`src/hw/dgsc_defines.svh`:
```
// constants of the drive gain select and start control block
`ifndef DGSC_DEFINES_SVH
`define DGSC_DEFINES_SVH

// clock and time base
`define DGSC_CLK_HZ 250000000
`define DGSC_TICK_MS 1
`define DGSC_MS_CYCLES (`DGSC_CLK_HZ / 1000 * `DGSC_TICK_MS)
`define DGSC_CS_PER_MS 10
`define DGSC_FRAC_ONE 11'h400
`define DGSC_FRAC_SHIFT 10

// register byte offsets
`define DGSC_REG_GAIN_MODE 8'h00
`define DGSC_REG_GAIN_TIME 8'h04
`define DGSC_REG_MAP_MID1 8'h08
`define DGSC_REG_MAP_MID2 8'h0c
`define DGSC_REG_MAP_TOP 8'h10
`define DGSC_REG_GAIN_BASE 8'h14
`define DGSC_REG_CTRL_METHOD 8'h3c
`define DGSC_REG_MIN_FREQ 8'h40
`define DGSC_REG_SOFT_TIME 8'h44
`define DGSC_REG_BRAKE_MODE 8'h48
`define DGSC_REG_BRAKE_THR 8'h4c
`define DGSC_REG_BRAKE_FORCE 8'h50
`define DGSC_REG_BRAKE_TIME 8'h54
`define DGSC_REG_CARRIER 8'h58
`define DGSC_REG_RATING 8'h5c
`define DGSC_REG_STATUS 8'h60
`define DGSC_REG_OUT_FREQ 8'h64
`define DGSC_GAIN_REGS 10

// gain table slots
`define DGSC_G_P1 0
`define DGSC_G_I1 1
`define DGSC_G_PO1 2
`define DGSC_G_P2 3
`define DGSC_G_I2 4
`define DGSC_G_PO2 5
`define DGSC_G_P3 6
`define DGSC_G_I3 7
`define DGSC_G_P4 8
`define DGSC_G_I4 9

// codes
`define DGSC_MODE_TERMINAL 2'h0
`define DGSC_MODE_MAPPING 2'h1
`define DGSC_BRAKE_OFF 2'h0
`define DGSC_BRAKE_START 2'h1
`define DGSC_BRAKE_SETFREQ 2'h2
`define DGSC_CTRL_VF 8'h00
`define DGSC_CTRL_SLV_IM 8'h08

// reset values
`define DGSC_RST_GAIN_TIME 14'h0064
`define DGSC_RST_GAIN 16'h03e8
`define DGSC_RST_MIN_FREQ 10'h032
`define DGSC_RST_SOFT_TIME 11'h00c
`define DGSC_RST_BRAKE_THR 16'h0032
`define DGSC_RST_CARRIER 8'h14

// braking force scaling, units of 0.1% of rated current
`define DGSC_STD_LOAD_SCALE 4'ha
`define DGSC_LIGHT_LOAD_SCALE 4'h7
`define DGSC_CARRIER_2KHZ 8'h14
`define DGSC_BRAKE_LIMIT 10'h1f4

`endif

```
`src/hw/dgsc_pkg.sv`:
```
// types of the drive gain select and start control block
package dgsc_pkg;

  typedef enum logic [1:0] {
    DGSC_IDLE,
    DGSC_BRAKE,
    DGSC_SOFT,
    DGSC_RUN
  } dgsc_state_t;

  // gain set presented to the speed regulator
  typedef struct packed {
    logic [15:0] p_gain;
    logic [15:0] i_gain;
    logic integ_en;
    logic [1:0] stage;
    logic blending;
  } dgsc_gain_t;

  // start and braking commands to the power stage
  typedef struct packed {
    logic freq_en;
    logic [9:0] freq_floor;
    logic [10:0] volt_frac;
    logic brake_on;
    logic [9:0] brake_level;
  } dgsc_start_t;

endpackage : dgsc_pkg

```
`src/hw/dgsc_top.sv`:
```
// gain selection, soft start and start braking sequencer
//
// Decided for this implementation: the placing of the registers and the strobed register port.
`timescale 1ns/1ps
`default_nettype none
`include "dgsc_defines.svh"
module dgsc_top import dgsc_pkg::*; #(
  parameter int MS_CYCLES = `DGSC_MS_CYCLES
) (
  input wire logic clk,
  input wire logic rst_b,
  input wire logic [7:0] addr,
  input wire logic [31:0] wdata,
  input wire logic wr,
  input wire logic rd,
  output logic [31:0] rdata,
  input wire logic run_cmd,
  input wire logic gain_toggle_input,
  input wire logic prop_only_select_input,
  input wire logic [15:0] output_freq,
  input wire logic [15:0] freq_command,
  output dgsc_gain_t gain_out,
  output dgsc_start_t start_out
);

  logic [1:0] rst_sync;
  logic rst_n;
  logic [2:0] run_s, tog_s, po_s;
  logic run_q, tog_q, po_q, run_prev;
  logic [1:0] gain_switch_mode_sel;
  logic [13:0] gain_transition_time;
  logic [15:0] map_mid_freq_1, map_mid_freq_2, map_top_freq;
  logic [15:0] gain_reg [`DGSC_GAIN_REGS];
  logic [7:0] control_method_sel;
  logic [9:0] start_min_freq;
  logic [10:0] soft_start_ramp_time;
  logic [1:0] dc_brake_mode_sel;
  logic [15:0] dc_brake_threshold_freq;
  logic [6:0] start_brake_force;
  logic [12:0] start_brake_duration;
  logic [7:0] carrier_freq_setting;
  logic light_load_rating;
  logic [31:0] ms_cnt;
  logic ms_tick, cs_tick;
  logic [3:0] cs_cnt;
  logic [12:0] brake_cnt;
  dgsc_state_t state, next_state;
  logic [1:0] next_stage;
  logic [15:0] next_p, next_i;
  logic next_integ;
  logic [15:0] from_p, from_i, to_p, to_i;
  logic to_integ;
  logic [1:0] cur_stage;
  logic cur_po;
  logic gain_restart;
  logic [10:0] gain_frac, volt_frac;
  logic gain_done, soft_done;
  logic soft_restart;
  logic is_vf;
  logic setfreq_brake;
  logic [10:0] force_lvl;
  logic [9:0] brake_lvl;
  logic [15:0] blend_p, blend_i;

  // reset release through two flip-flops
  always_ff @(posedge clk or negedge rst_b) begin
    if (!rst_b) begin
      rst_sync <= 2'b00;
    end else begin
      rst_sync <= {rst_sync[0], 1'b1};
    end
  end
  assign rst_n = rst_sync[1];

  // three-stage synchronisers on the terminal inputs
  always_ff @(posedge clk or negedge rst_n) begin
    if (!rst_n) begin
      run_s <= 3'h0;
      tog_s <= 3'h0;
      po_s <= 3'h0;
    end else begin
      run_s <= {run_s[1:0], run_cmd};
      tog_s <= {tog_s[1:0], gain_toggle_input};
      po_s <= {po_s[1:0], prop_only_select_input};
    end
  end

  // a level counts once the last two stages agree
  always_ff @(posedge clk or negedge rst_n) begin
    if (!rst_n) begin
      run_q <= 1'b0;
      tog_q <= 1'b0;
      po_q <= 1'b0;
    end else begin
      if (run_s[1] == run_s[2]) run_q <= run_s[2];
      if (tog_s[1] == tog_s[2]) tog_q <= tog_s[2];
      if (po_s[1] == po_s[2]) po_q <= po_s[2];
    end
  end

  // millisecond and ten-millisecond enables
  always_ff @(posedge clk or negedge rst_n) begin
    if (!rst_n) begin
      ms_cnt <= '0;
      cs_cnt <= 4'h0;
    end else begin
      if (ms_cnt == 32'(MS_CYCLES - 1)) begin
        ms_cnt <= '0;
        cs_cnt <= (cs_cnt == 4'(`DGSC_CS_PER_MS - 1)) ? 4'h0 : cs_cnt + 4'h1;
      end else begin
        ms_cnt <= ms_cnt + 32'h1;
      end
    end
  end
  assign ms_tick = (ms_cnt == 32'(MS_CYCLES - 1));
  assign cs_tick = ms_tick && (cs_cnt == 4'(`DGSC_CS_PER_MS - 1));

  // register writes
  always_ff @(posedge clk or negedge rst_n) begin
    if (!rst_n) begin
      gain_switch_mode_sel <= `DGSC_MODE_TERMINAL;
      gain_transition_time <= `DGSC_RST_GAIN_TIME;
      map_mid_freq_1 <= 16'h0000;
      map_mid_freq_2 <= 16'h0000;
      map_top_freq <= 16'h0000;
      for (int k = 0; k < `DGSC_GAIN_REGS; k++) gain_reg[k] <= `DGSC_RST_GAIN;
      control_method_sel <= `DGSC_CTRL_VF;
      start_min_freq <= `DGSC_RST_MIN_FREQ;
      soft_start_ramp_time <= `DGSC_RST_SOFT_TIME;
      dc_brake_mode_sel <= `DGSC_BRAKE_OFF;
      dc_brake_threshold_freq <= `DGSC_RST_BRAKE_THR;
      start_brake_force <= 7'h00;
      start_brake_duration <= 13'h0000;
      carrier_freq_setting <= `DGSC_RST_CARRIER;
      light_load_rating <= 1'b0;
    end else if (wr) begin
      unique case (addr)
        `DGSC_REG_GAIN_MODE: gain_switch_mode_sel <= wdata[1:0];
        `DGSC_REG_GAIN_TIME: gain_transition_time <= wdata[13:0];
        `DGSC_REG_MAP_MID1: map_mid_freq_1 <= wdata[15:0];
        `DGSC_REG_MAP_MID2: map_mid_freq_2 <= wdata[15:0];
        `DGSC_REG_MAP_TOP: map_top_freq <= wdata[15:0];
        `DGSC_REG_CTRL_METHOD: control_method_sel <= wdata[7:0];
        `DGSC_REG_MIN_FREQ: start_min_freq <= wdata[9:0];
        `DGSC_REG_SOFT_TIME: soft_start_ramp_time <= wdata[10:0];
        `DGSC_REG_BRAKE_MODE: dc_brake_mode_sel <= wdata[1:0];
        `DGSC_REG_BRAKE_THR: dc_brake_threshold_freq <= wdata[15:0];
        `DGSC_REG_BRAKE_FORCE: start_brake_force <= wdata[6:0];
        `DGSC_REG_BRAKE_TIME: start_brake_duration <= wdata[12:0];
        `DGSC_REG_CARRIER: carrier_freq_setting <= wdata[7:0];
        `DGSC_REG_RATING: light_load_rating <= wdata[0];
        default: begin
          for (int k = 0; k < `DGSC_GAIN_REGS; k++) begin
            if (addr == 8'(`DGSC_REG_GAIN_BASE + 4 * k)) gain_reg[k] <= wdata[15:0];
          end
        end
      endcase
    end
  end

  // register reads, data one cycle after the strobe, unmapped reads zero
  always_ff @(posedge clk or negedge rst_n) begin
    if (!rst_n) begin
      rdata <= 32'h0;
    end else if (rd) begin
      rdata <= 32'h0;
      unique case (addr)
        `DGSC_REG_GAIN_MODE: rdata <= {30'h0, gain_switch_mode_sel};
        `DGSC_REG_GAIN_TIME: rdata <= {18'h0, gain_transition_time};
        `DGSC_REG_MAP_MID1: rdata <= {16'h0, map_mid_freq_1};
        `DGSC_REG_MAP_MID2: rdata <= {16'h0, map_mid_freq_2};
        `DGSC_REG_MAP_TOP: rdata <= {16'h0, map_top_freq};
        `DGSC_REG_CTRL_METHOD: rdata <= {24'h0, control_method_sel};
        `DGSC_REG_MIN_FREQ: rdata <= {22'h0, start_min_freq};
        `DGSC_REG_SOFT_TIME: rdata <= {21'h0, soft_start_ramp_time};
        `DGSC_REG_BRAKE_MODE: rdata <= {30'h0, dc_brake_mode_sel};
        `DGSC_REG_BRAKE_THR: rdata <= {16'h0, dc_brake_threshold_freq};
        `DGSC_REG_BRAKE_FORCE: rdata <= {25'h0, start_brake_force};
        `DGSC_REG_BRAKE_TIME: rdata <= {19'h0, start_brake_duration};
        `DGSC_REG_CARRIER: rdata <= {24'h0, carrier_freq_setting};
        `DGSC_REG_RATING: rdata <= {31'h0, light_load_rating};
        `DGSC_REG_STATUS: rdata <= {24'h0, gain_out.blending, start_out.brake_on, to_integ,
                                    cur_stage, state, start_out.freq_en};
        `DGSC_REG_OUT_FREQ: rdata <= {16'h0, output_freq};
        default: begin
          for (int k = 0; k < `DGSC_GAIN_REGS; k++) begin
            if (addr == 8'(`DGSC_REG_GAIN_BASE + 4 * k)) rdata <= {16'h0, gain_reg[k]};
          end
        end
      endcase
    end
  end

  // stage choice from the terminal or from the output frequency map
  always_comb begin
    next_stage = 2'd0;
    if (gain_switch_mode_sel == `DGSC_MODE_MAPPING) begin
      if (map_top_freq != 16'h0 && output_freq >= map_top_freq) next_stage = 2'd3;
      else if (map_mid_freq_2 != 16'h0 && output_freq >= map_mid_freq_2) next_stage = 2'd2;
      else if (map_mid_freq_1 != 16'h0 && output_freq >= map_mid_freq_1) next_stage = 2'd1;
      else next_stage = 2'd0;
    end else begin
      next_stage = tog_q ? 2'd1 : 2'd0;
    end
  end

  // gain values for the chosen stage and P-only select
  always_comb begin
    next_p = gain_reg[`DGSC_G_P1];
    next_i = gain_reg[`DGSC_G_I1];
    next_integ = 1'b1;
    if (po_q) begin
      next_integ = 1'b0;
      next_i = 16'h0000;
      next_p = (next_stage == 2'd0) ? gain_reg[`DGSC_G_PO1] : gain_reg[`DGSC_G_PO2];
    end else begin
      unique case (next_stage)
        2'd0: begin
          next_p = gain_reg[`DGSC_G_P1];
          next_i = gain_reg[`DGSC_G_I1];
        end
        2'd1: begin
          next_p = gain_reg[`DGSC_G_P2];
          next_i = gain_reg[`DGSC_G_I2];
        end
        2'd2: begin
          next_p = gain_reg[`DGSC_G_P3];
          next_i = gain_reg[`DGSC_G_I3];
        end
        2'd3: begin
          next_p = gain_reg[`DGSC_G_P4];
          next_i = gain_reg[`DGSC_G_I4];
        end
      endcase
    end
  end

  // on a change of selection, blend from the applied gain to the new one
  assign gain_restart = (next_stage != cur_stage) || (po_q != cur_po);
  always_ff @(posedge clk or negedge rst_n) begin
    if (!rst_n) begin
      cur_stage <= 2'd0;
      cur_po <= 1'b0;
      from_p <= `DGSC_RST_GAIN;
      from_i <= `DGSC_RST_GAIN;
      to_p <= `DGSC_RST_GAIN;
      to_i <= `DGSC_RST_GAIN;
      to_integ <= 1'b1;
    end else begin
      cur_stage <= next_stage;
      cur_po <= po_q;
      to_p <= next_p;
      to_i <= next_i;
      to_integ <= next_integ;
      if (gain_restart) begin
        from_p <= blend_p;
        from_i <= blend_i;
      end
    end
  end

  dgsc_ramp #(.DUR_W(14)) u_gain_ramp (
    .clk(clk),
    .rst_n(rst_n),
    .tick(ms_tick),
    .restart(gain_restart),
    .dur(gain_transition_time),
    .frac(gain_frac),
    .done(gain_done)
  );

  // linear blend of proportional and integral gains
  always_comb begin
    logic signed [17:0] dp, di;
    logic signed [29:0] mp, mi;
    dp = 18'($signed({2'b00, to_p}) - $signed({2'b00, from_p}));
    di = 18'($signed({2'b00, to_i}) - $signed({2'b00, from_i}));
    mp = 30'(dp) * 30'($signed({1'b0, gain_frac}));
    mi = 30'(di) * 30'($signed({1'b0, gain_frac}));
    blend_p = 16'($signed({2'b00, from_p}) + 18'(mp >>> `DGSC_FRAC_SHIFT));
    blend_i = 16'($signed({2'b00, from_i}) + 18'(mi >>> `DGSC_FRAC_SHIFT));
  end

  // gain output register
  always_ff @(posedge clk or negedge rst_n) begin
    if (!rst_n) begin
      gain_out <= '{p_gain: `DGSC_RST_GAIN, i_gain: `DGSC_RST_GAIN, integ_en: 1'b1,
                    stage: 2'd0, blending: 1'b0};
    end else begin
      gain_out <= '{p_gain: blend_p, i_gain: to_integ ? blend_i : 16'h0000, integ_en: to_integ,
                    stage: cur_stage, blending: !gain_done};
    end
  end

  // start sequencing
  assign is_vf = (control_method_sel == `DGSC_CTRL_VF);
  always_comb begin
    next_state = state;
    unique case (state)
      DGSC_IDLE: begin
        if (run_q && !run_prev) begin
          if (dc_brake_mode_sel == `DGSC_BRAKE_START && start_brake_duration != 13'h0) begin
            next_state = DGSC_BRAKE;
          end else if (is_vf) begin
            next_state = DGSC_SOFT;
          end else begin
            next_state = DGSC_RUN;
          end
        end
      end
      DGSC_BRAKE: begin
        if (!run_q) next_state = DGSC_IDLE;
        else if (cs_tick && brake_cnt == start_brake_duration - 13'h1) begin
          next_state = is_vf ? DGSC_SOFT : DGSC_RUN;
        end
      end
      DGSC_SOFT: begin
        if (!run_q) next_state = DGSC_IDLE;
        else if (soft_done) next_state = DGSC_RUN;
      end
      DGSC_RUN: begin
        if (!run_q) next_state = DGSC_IDLE;
      end
    endcase
  end

  always_ff @(posedge clk or negedge rst_n) begin
    if (!rst_n) begin
      state <= DGSC_IDLE;
      run_prev <= 1'b0;
    end else begin
      state <= next_state;
      run_prev <= run_q;
    end
  end

  // start braking time in hundredths of a second
  always_ff @(posedge clk or negedge rst_n) begin
    if (!rst_n) begin
      brake_cnt <= 13'h0;
    end else if (state != DGSC_BRAKE) begin
      brake_cnt <= 13'h0;
    end else if (cs_tick) begin
      brake_cnt <= brake_cnt + 13'h1;
    end
  end

  assign soft_restart = (state != DGSC_SOFT) && (next_state == DGSC_SOFT);
  dgsc_ramp #(.DUR_W(11)) u_soft_ramp (
    .clk(clk),
    .rst_n(rst_n),
    .tick(ms_tick),
    .restart(soft_restart),
    .dur(soft_start_ramp_time),
    .frac(volt_frac),
    .done(soft_done)
  );

  // braking level: rating scale, then carrier limit
  assign setfreq_brake = (dc_brake_mode_sel == `DGSC_BRAKE_SETFREQ) && run_q
                         && (freq_command < dc_brake_threshold_freq)
                         && (output_freq < dc_brake_threshold_freq);
  // both factors widened first so the product keeps all eleven bits
  assign force_lvl = {4'h0, start_brake_force}
                     * {7'h00, (light_load_rating ? `DGSC_LIGHT_LOAD_SCALE : `DGSC_STD_LOAD_SCALE)};
  assign brake_lvl = (carrier_freq_setting > `DGSC_CARRIER_2KHZ && force_lvl > 11'(`DGSC_BRAKE_LIMIT))
                     ? `DGSC_BRAKE_LIMIT : force_lvl[9:0];

  // start output register
  always_ff @(posedge clk or negedge rst_n) begin
    if (!rst_n) begin
      start_out <= '0;
    end else begin
      start_out.freq_en <= ((state == DGSC_SOFT) || (state == DGSC_RUN)) && !setfreq_brake;
      start_out.freq_floor <= start_min_freq;
      start_out.volt_frac <= (state == DGSC_SOFT) ? volt_frac
                             : (state == DGSC_RUN) ? `DGSC_FRAC_ONE : 11'h000;
      start_out.brake_on <= (state == DGSC_BRAKE) || setfreq_brake;
      start_out.brake_level <= ((state == DGSC_BRAKE) || setfreq_brake) ? brake_lvl : 10'h000;
    end
  end

endmodule : dgsc_top
`default_nettype wire

```
`src/hw/dgsc_ramp.sv`:
```
// linear 0 to one ramp over a duration counted in ticks
`timescale 1ns/1ps
`default_nettype none
`include "dgsc_defines.svh"
module dgsc_ramp import dgsc_pkg::*; #(
  parameter int DUR_W = 14
) (
  input wire logic clk,
  input wire logic rst_n,
  input wire logic tick,
  input wire logic restart,
  input wire logic [DUR_W-1:0] dur,
  output logic [10:0] frac,
  output logic done
);

  logic [DUR_W+1:0] acc;

  // each tick adds one unit, spare cycles divide it down into fraction steps
  // a tick period needs about 1024/dur spare cycles, or the ramp runs slow
  // out of reset the ramp rests at full scale, so nothing reads as blending
  always_ff @(posedge clk or negedge rst_n) begin
    if (!rst_n) begin
      acc <= '0;
      frac <= `DGSC_FRAC_ONE;
    end else if (restart) begin
      acc <= '0;
      frac <= (dur == '0) ? `DGSC_FRAC_ONE : 11'h000;
    end else if (frac < `DGSC_FRAC_ONE) begin
      if (tick) begin
        acc <= acc + (DUR_W+2)'(`DGSC_FRAC_ONE);
      end else if (acc >= {2'b00, dur}) begin
        acc <= acc - {2'b00, dur};
        frac <= frac + 11'h001;
      end
    end
  end

  assign done = (frac == `DGSC_FRAC_ONE);

endmodule : dgsc_ramp
`default_nettype wire

```
`config.mk`:
```
export PLATFORM = sky130hd
export DESIGN_NAME = dgsc_top
export DESIGN_NICKNAME = d
export VERILOG_FILES = /design/src/hw/dgsc_pkg.sv /design/src/hw/dgsc_top.sv /design/src/hw/dgsc_ramp.sv
export VERILOG_INCLUDE_DIRS = /design/src /design/src/hw
export SDC_FILE = /design/constraint.sdc
export NUM_CORES = 2
export LEC_CHECK = 0
export BUFFER_PORTS_ARGS = -buffer_cell sky130_fd_sc_hd__clkbuf_2
export CAP_MARGIN = 20
export CELL_PAD_IN_SITES_DETAIL_PLACEMENT = 1
export CELL_PAD_IN_SITES_GLOBAL_PLACEMENT = 1
export CORE_AREA = 2 2 312 314
export DETAILED_ROUTE_END_ITERATION = 7
export DIE_AREA = 0 0 314 316
export MAX_ROUTING_LAYER = met4
export PLACE_DENSITY = 0.77
export RECOVER_POWER = 100
export SYNTH_ARGS = -nofsm -noshare
export SYNTH_HDL_FRONTEND = slang
export SYNTH_SLANG_ARGS = --single-unit
```
`constraint.sdc`:
```
create_clock -name clk -period 17.6 [get_ports clk]
set_input_delay 0.88 -clock clk [delete_from_list [all_inputs] [get_ports clk]]
set_output_delay 0.88 -clock clk [all_outputs]
set_load 0.01 [all_outputs]
```
### Yosys cells after proc, flatten, opt, wreduce, memory -nomap -nowiden

Index checks and enable logic that the tools add are counted.

* bits in registers: 586
* bits in latches: 0
* RAM bits: 0
* ROM bits: 0
* input bits: 79
* output and inout bits: 101
* memories: 0

* add/sub/neg operators: 14
* multiply operators: 3
* divide/modulo/power cells: 0
* magnitude comparators: 11
* equality and inequality tests: 49
* shift-type cells: 0
* multiplexer cells: 59
* bitwise operators: 1
* reduce and logical (&&, ||, !) cells: 65

Operator list (number)
* 32-bit one-hot mux with 16 select lines: 1
* 32-bit 2-to-1 mux: 10
* 16-bit 2-to-1 mux: 9
* 11-bit 2-to-1 mux: 12
* 16-bit one-hot mux with 4 select lines: 2
* 8-bit by 7-bit equality test with 1-bit output (second input constant): 10
* 13-bit 2-to-1 mux: 6
* 8-bit by 6-bit equality test with 1-bit output (second input constant): 8
* 17-bit by 12-bit multiplier with 26-bit output: 2
* 16-bit >= comparator: 3
* 16-bit nonzero test: 3
* 3-bit AND reduction: 12
* 16-bit by 16-bit subtractor with 17-bit output: 2
* 16-bit adder: 2
* 32-bit by 1-bit adder with 32-bit output (second input constant): 1
* 32-bit by 18-bit equality test with 1-bit output (second input constant): 1
* 8-bit by 5-bit equality test with 1-bit output (second input constant): 4
* 16-bit less-than comparator: 2
* 2-bit AND reduction: 16
* 11-bit by 1-bit adder with 11-bit output (second input constant): 2
* 11-bit equality test (second input constant): 2
* 11-bit less-than comparator (second input constant): 2
* 10-bit 2-to-1 mux: 2
* 2-bit 2-to-1 mux: 10
* other kinds (38): 78

### Longest topological paths before layout

* depth in word-level cells: 12
* depth in mapped cells: 40
* depth with buffers taken out: 39

### Cells and area by module

Synthesis repeated with hierarchy kept, for this count alone.

* cells, all modules: 4389
* area, all modules: 44156.1 µm²

Modules (own cells, without submodules)
* dgsc_top: instances 1, cells each 3883, area an instance 39924.5 µm²
* dgsc_ramp (u_gain_ramp): instances 1, cells each 288, area an instance 2391.0 µm²
* dgsc_ramp (u_soft_ramp): instances 1, cells each 218, area an instance 1840.5 µm²

### Least setup slack after synthesis

Ideal clock, no wire load.

* path type: flip-flop to flip-flop
* start: reg from_p[1]
* end: reg from_p[15]
* data arrival time: 8216 ps
* required time: 17475 ps
* path slack: 9259 ps
* cell stages (with the launch flop): 38
* path buffers: 1
* period minus slack after synthesis: 8341 ps
* path through: dfrtp_1 -> inv_1 -> ha_1 -> nor2b_1 -> o31a_1 -> o21a_1 -> a21oi_1 -> xnor2_1 -> clkbuf_1 -> nand2_1 -> fa_1 -> fa_1 -> fa_1 -> inv_1 -> fa_1 -> inv_1 -> fa_1 -> inv_1 -> (+2 left out) -> a31oi_1 -> o21a_1 -> nor2b_1 -> nor2b_1 -> nor3_1 -> nor2_1 -> ha_1 -> or3_1 -> a221oi_1 -> o31ai_1 -> o211ai_1 -> o21ai_1 -> a21o_1 -> a21oi_1 -> xnor2_1 -> xnor2_1 -> xnor2_1 -> mux2_2

* cells in the longest elaborated chain, start to end: 3

RTL lines
* from (decl): line dgsc_top.sv:51 `logic [15:0] from_p, from_i, to_p, to_i;`
* from (signal assigned): line dgsc_top.sv:244 `` from_p <= `DGSC_RST_GAIN; ``
* from (signal assigned): line dgsc_top.sv:256 `from_p <= blend_p;`
* 16-bit by 16-bit subtractor with 17-bit output: line dgsc_top.sv:276 `dp = 18'($signed({2'b00, to_p}) - $signed({2'b00, from_p}));`
* 17-bit by 12-bit multiplier with 26-bit output: line dgsc_top.sv:278 `mp = 30'(dp) * 30'($signed({1'b0, gain_frac}));`
* 16-bit adder *: line dgsc_top.sv:280 `` blend_p = 16'($signed({2'b00, from_p}) + 18'(mp >>> `DGSC_FRAC_SHIFT)); ``
* net blend_p[15]: line dgsc_top.sv:63 `logic [15:0] blend_p, blend_i;`

Mark *: on every way through the listed nets, which the timed path passes. The rest lies on a longest branch.
A chain may end at the register's enable or synchronous reset.

==> impl_metrics.py <==
metrics = {
    "layout": {
        "layout.cell_area.non_filler_mm2": 0.04824,
        "largest_reg_flops": 160,
        "finalNetCount": 5073,
        "layout-drive-gt1-share_pct": 16.06,
        "area_delta_synth_final_pct": 9.871,
    },
    "synthesis": {
        "synth_top_family_by_area": "adder cells",
        "syn_inst": 4268,
        "synth_area_leaders": "dfrtp_1, fa_1, mux2_2, ha_1, dfstp_2",
        "synth_xor_xnor_area_share_pct": 4.181,
        "synthAdderAreaFrac_pct": 23.25,
        "muxShareOfSynthArea_pct": 11.52,
        "ys_seq_elements": 570,
        "syn_area_mm2": 0.04391,
        "synthArstFlopShare_pct": 100.0,
        "yosys.area_share.simple_pct": 12.20,
        "synth.distinct_cells": 90,
        "synth_edf_count": 0,
        "ys_warn_count": 0,
        "synth_top_flop_cell": "dfrtp_1",
        "synth-compound-area-share_pct": 8.880,
        "syn_area_per_cell_um2": 10.29,
        "synth_top_area_share_pct": 26.05,
        "synth-seq-area-share_pct": 32.81,
        "yosysTopAreaCell": "dfrtp_1",
    },
    "route": {
        "drt-wirelength-per-cell_um": 23.63,
        "drt-total-wl_um": 135000,
        "antenna_left": 0,
        "drt_iter0_drc": 2084,
        "num_vias": 32870,
        "drt-pass1-iter-count": 8,
        "route.detailed.drc": 0,
        "via_per_inst": 5.753,
    },
    "timing": {
        "post-route-period-util_pct": 64.90,
        "setup_tns_ns": 0,
        "fin_ws_ns": 6.177,
        "fmax_mhz": 87.54,
        "worst_slew_pin_slew_ns": 4.115,
        "clock_skew_ns": 0.04286,
        "setup_viol": 0,
        "finalHoldViolCount": 0,
        "rsz0062_at_grt": "false",
        "slew_headroom_pct": -174.3,
        "fin_crit_ns": 11.42,
        "slew_viol_final": 699,
    },
    "clock_network": {
        "h-tree-depth": 3,
        "clock_sinks": 570,
        "numCtsBuffers": 66,
        "post-cts-setup-buffers": 0,
        "clk_pin_slew_ns": 0.06,
        "postCtsResizedCells": 0,
        "tritoncts": "built",
        "clock_path_buffers": 3,
        "root_buffer": "clkbuf_16",
        "clock_insertion_delay_worst_skew_ns": 0.64,
        "cts.hold.buffers_added": 0,
    },
    "placement": {
        "dp_hpwl_um": 97940,
        "place_area_mm2": 0.04607,
        "pre_cts_ws_ns": 7.628,
        "io_buffers": 147,
        "gp_congestion": 0.9583,
    },
    "run": {
        "maxCapViolations": 17,
    },
    "pwr": {
        "peakVddDrop_uv": 93.58,
        "leakagePower_nw": 22.98,
        "p_per_area_mw_per_mm2": 137.5,
    },
    "floorplan": {
        "fp.coreArea_mm2": 0.09599,
        "chipHeight_um": 316,
        "num_rows": 114,
        "die_w_um": 314,
        "dieArea_mm2": 0.09922,
        "initial_utilization_pct": 45.74,
        "io_pins": 180,
    },
    "critical_path": {
        "worst_setup_path_end_kind": "asynchronous set/reset pin",
        "reg2reg_from": "rst_sync[1]",
        "cp-start-kind": "flip-flop",
        "path_class": "flip-flop to asynchronous set/reset pin",
        "crit_fanout": 75,
        "cp.arrival_ns": 11.18,
        "critPathLaunch": "rst_sync[1]",
        "cp_data_required_time_ns": 17.36,
    },
    "global_route": {
        "antenna_found_initial": 10,
        "overflow": 0,
        "grt_pass1_vias": 36265,
        "grt_pass1_wl_um": 213300,
        "grt_usage_pct": 28.75,
        "grt_max_degree": 165,
    },
    "worst_hold_path": {
        "hold_path_class": "input port to asynchronous set/reset pin",
    },
    "outcome": {
        "status": "finished, violations left",
        "violations": "capacitance limit, slew limit",
    },
}
-- metal layers --
layer,part of all wire (%),up-vias,track usage [%]
met1,40,17088,34.01
met3,5.9,334,4.978
li1,-,14499,-
met5,0,-,-
met4,5.4,0,13.80
met2,49,949,47.68
-- cells by family (layout without fill, tap and decap cells) --
logic type,Yosys count,count (layout)
simple gates,1080,1080
buf+inv,798,941
compound gates,544,544
other cells,2,29
fa+ha+maj,624,624
mux,442,442
xor+xnor,208,208
flops,570,570
-- worst max-delay path, cell delays in order, from the launching register on --
cell,delay (ns)
dfrtp_1,2.27
clkbuf_1,2.60
clkbuf_1,2.49
clkbuf_1,3.03
-- stage by stage --
step	instances	utilization, %	power [mW]	hold slack [ns]
3_3_place_gp	5575	47.96	4.992	0.3339
3_5_place_dp	5578	47.99	5.131	0.3365
5_1_grt	5711	50.25	7.142	0.02409
6_report	5714	50.25	6.632	0.02744
2_1_floorplan	4284	-	4.145	0.3312
4_1_cts	5700	50.52	6.709	0.005249
-- where the power goes --
group	switching, mW	internal (mW)	leakage [nW]
registers	0.152	1.54	7.33
clock network	0.600	0.930	1.19
logic	1.98	1.43	14.5
-- Yosys cell counts (59+ instances only) --
cell type and number:
inv_1 591, dfrtp_1 457, nand2_1 369, mux2_2 347, fa_1 321, ha_1 300
nor2_1 190, clkbuf_1 144, and2_1 142, xnor2_1 134, dfstp_2 113, a21oi_1 108
mux2i_1 79, xor2_1 73, a22oi_1 69, nand3_1 60, o21ai_0 59
-- worst paths after layout --
| kind | end | slack (ns) | cells past startpoint |
|---|---|---|---|
| hold / removal | rst_sync[0] | 0.03 | 1 |
| setup / recovery | brake_cnt[0] | 6.18 | 3 |
| hold reg to reg | run_s[1] | 0.35 | 0 |
| setup reg to reg | brake_cnt[0] | 6.18 | 3 |
| min in group clk | run_s[1] | 0.35 | 0 |
| max in group clk | from_p[15] | 7.54 | 36 |
-- area by class of cell --
cell class	count	area [µm²]
fillers	10548	47750
repair buffers	227	1130
well taps	1276	1597
clock buffers	94	1992
flip-flops and latches	570	14410
inverters	592	2222
diodes	11	27.53
clock inverters	28	440.4
multi-input cells	2916	26430
-- placed cells by master (no fill, tap or decap), types with 15 or more instances in the layout --
master	synthesis	layout
xor2_1	73	73
inv_1	591	591
clkbuf_2	0	59
a21oi_1	108	108
a222oi_1	15	15
mux2_2	347	341
nor4_1	33	34
o21a_1	26	26
mux4_2	16	16
a211oi_1	24	24
nand4_1	58	58
o21bai_1	18	18
nor3_1	49	48
or3_1	16	16
xnor2_1	134	134
mux2i_1	79	79
dfrtp_1	457	456
dfstp_2	113	108
o21ai_0	59	61
nor2b_1	56	56
nand2_1	369	369
nand3_1	60	60
nor2_1	190	188
conb_1	2	18
ha_1	300	300
clkbuf_1	144	127
clkbuf_16	0	70
nand2b_1	35	35
clkbuf_8	0	15
a21o_1	44	44
and2_1	142	104
and2_0	0	38
and3_1	20	20
a22o_1	27	27
buf_4	20	48
a22oi_1	69	69
a221oi_1	31	31
fa_1	321	321
(Power assumes the default switching activity.)
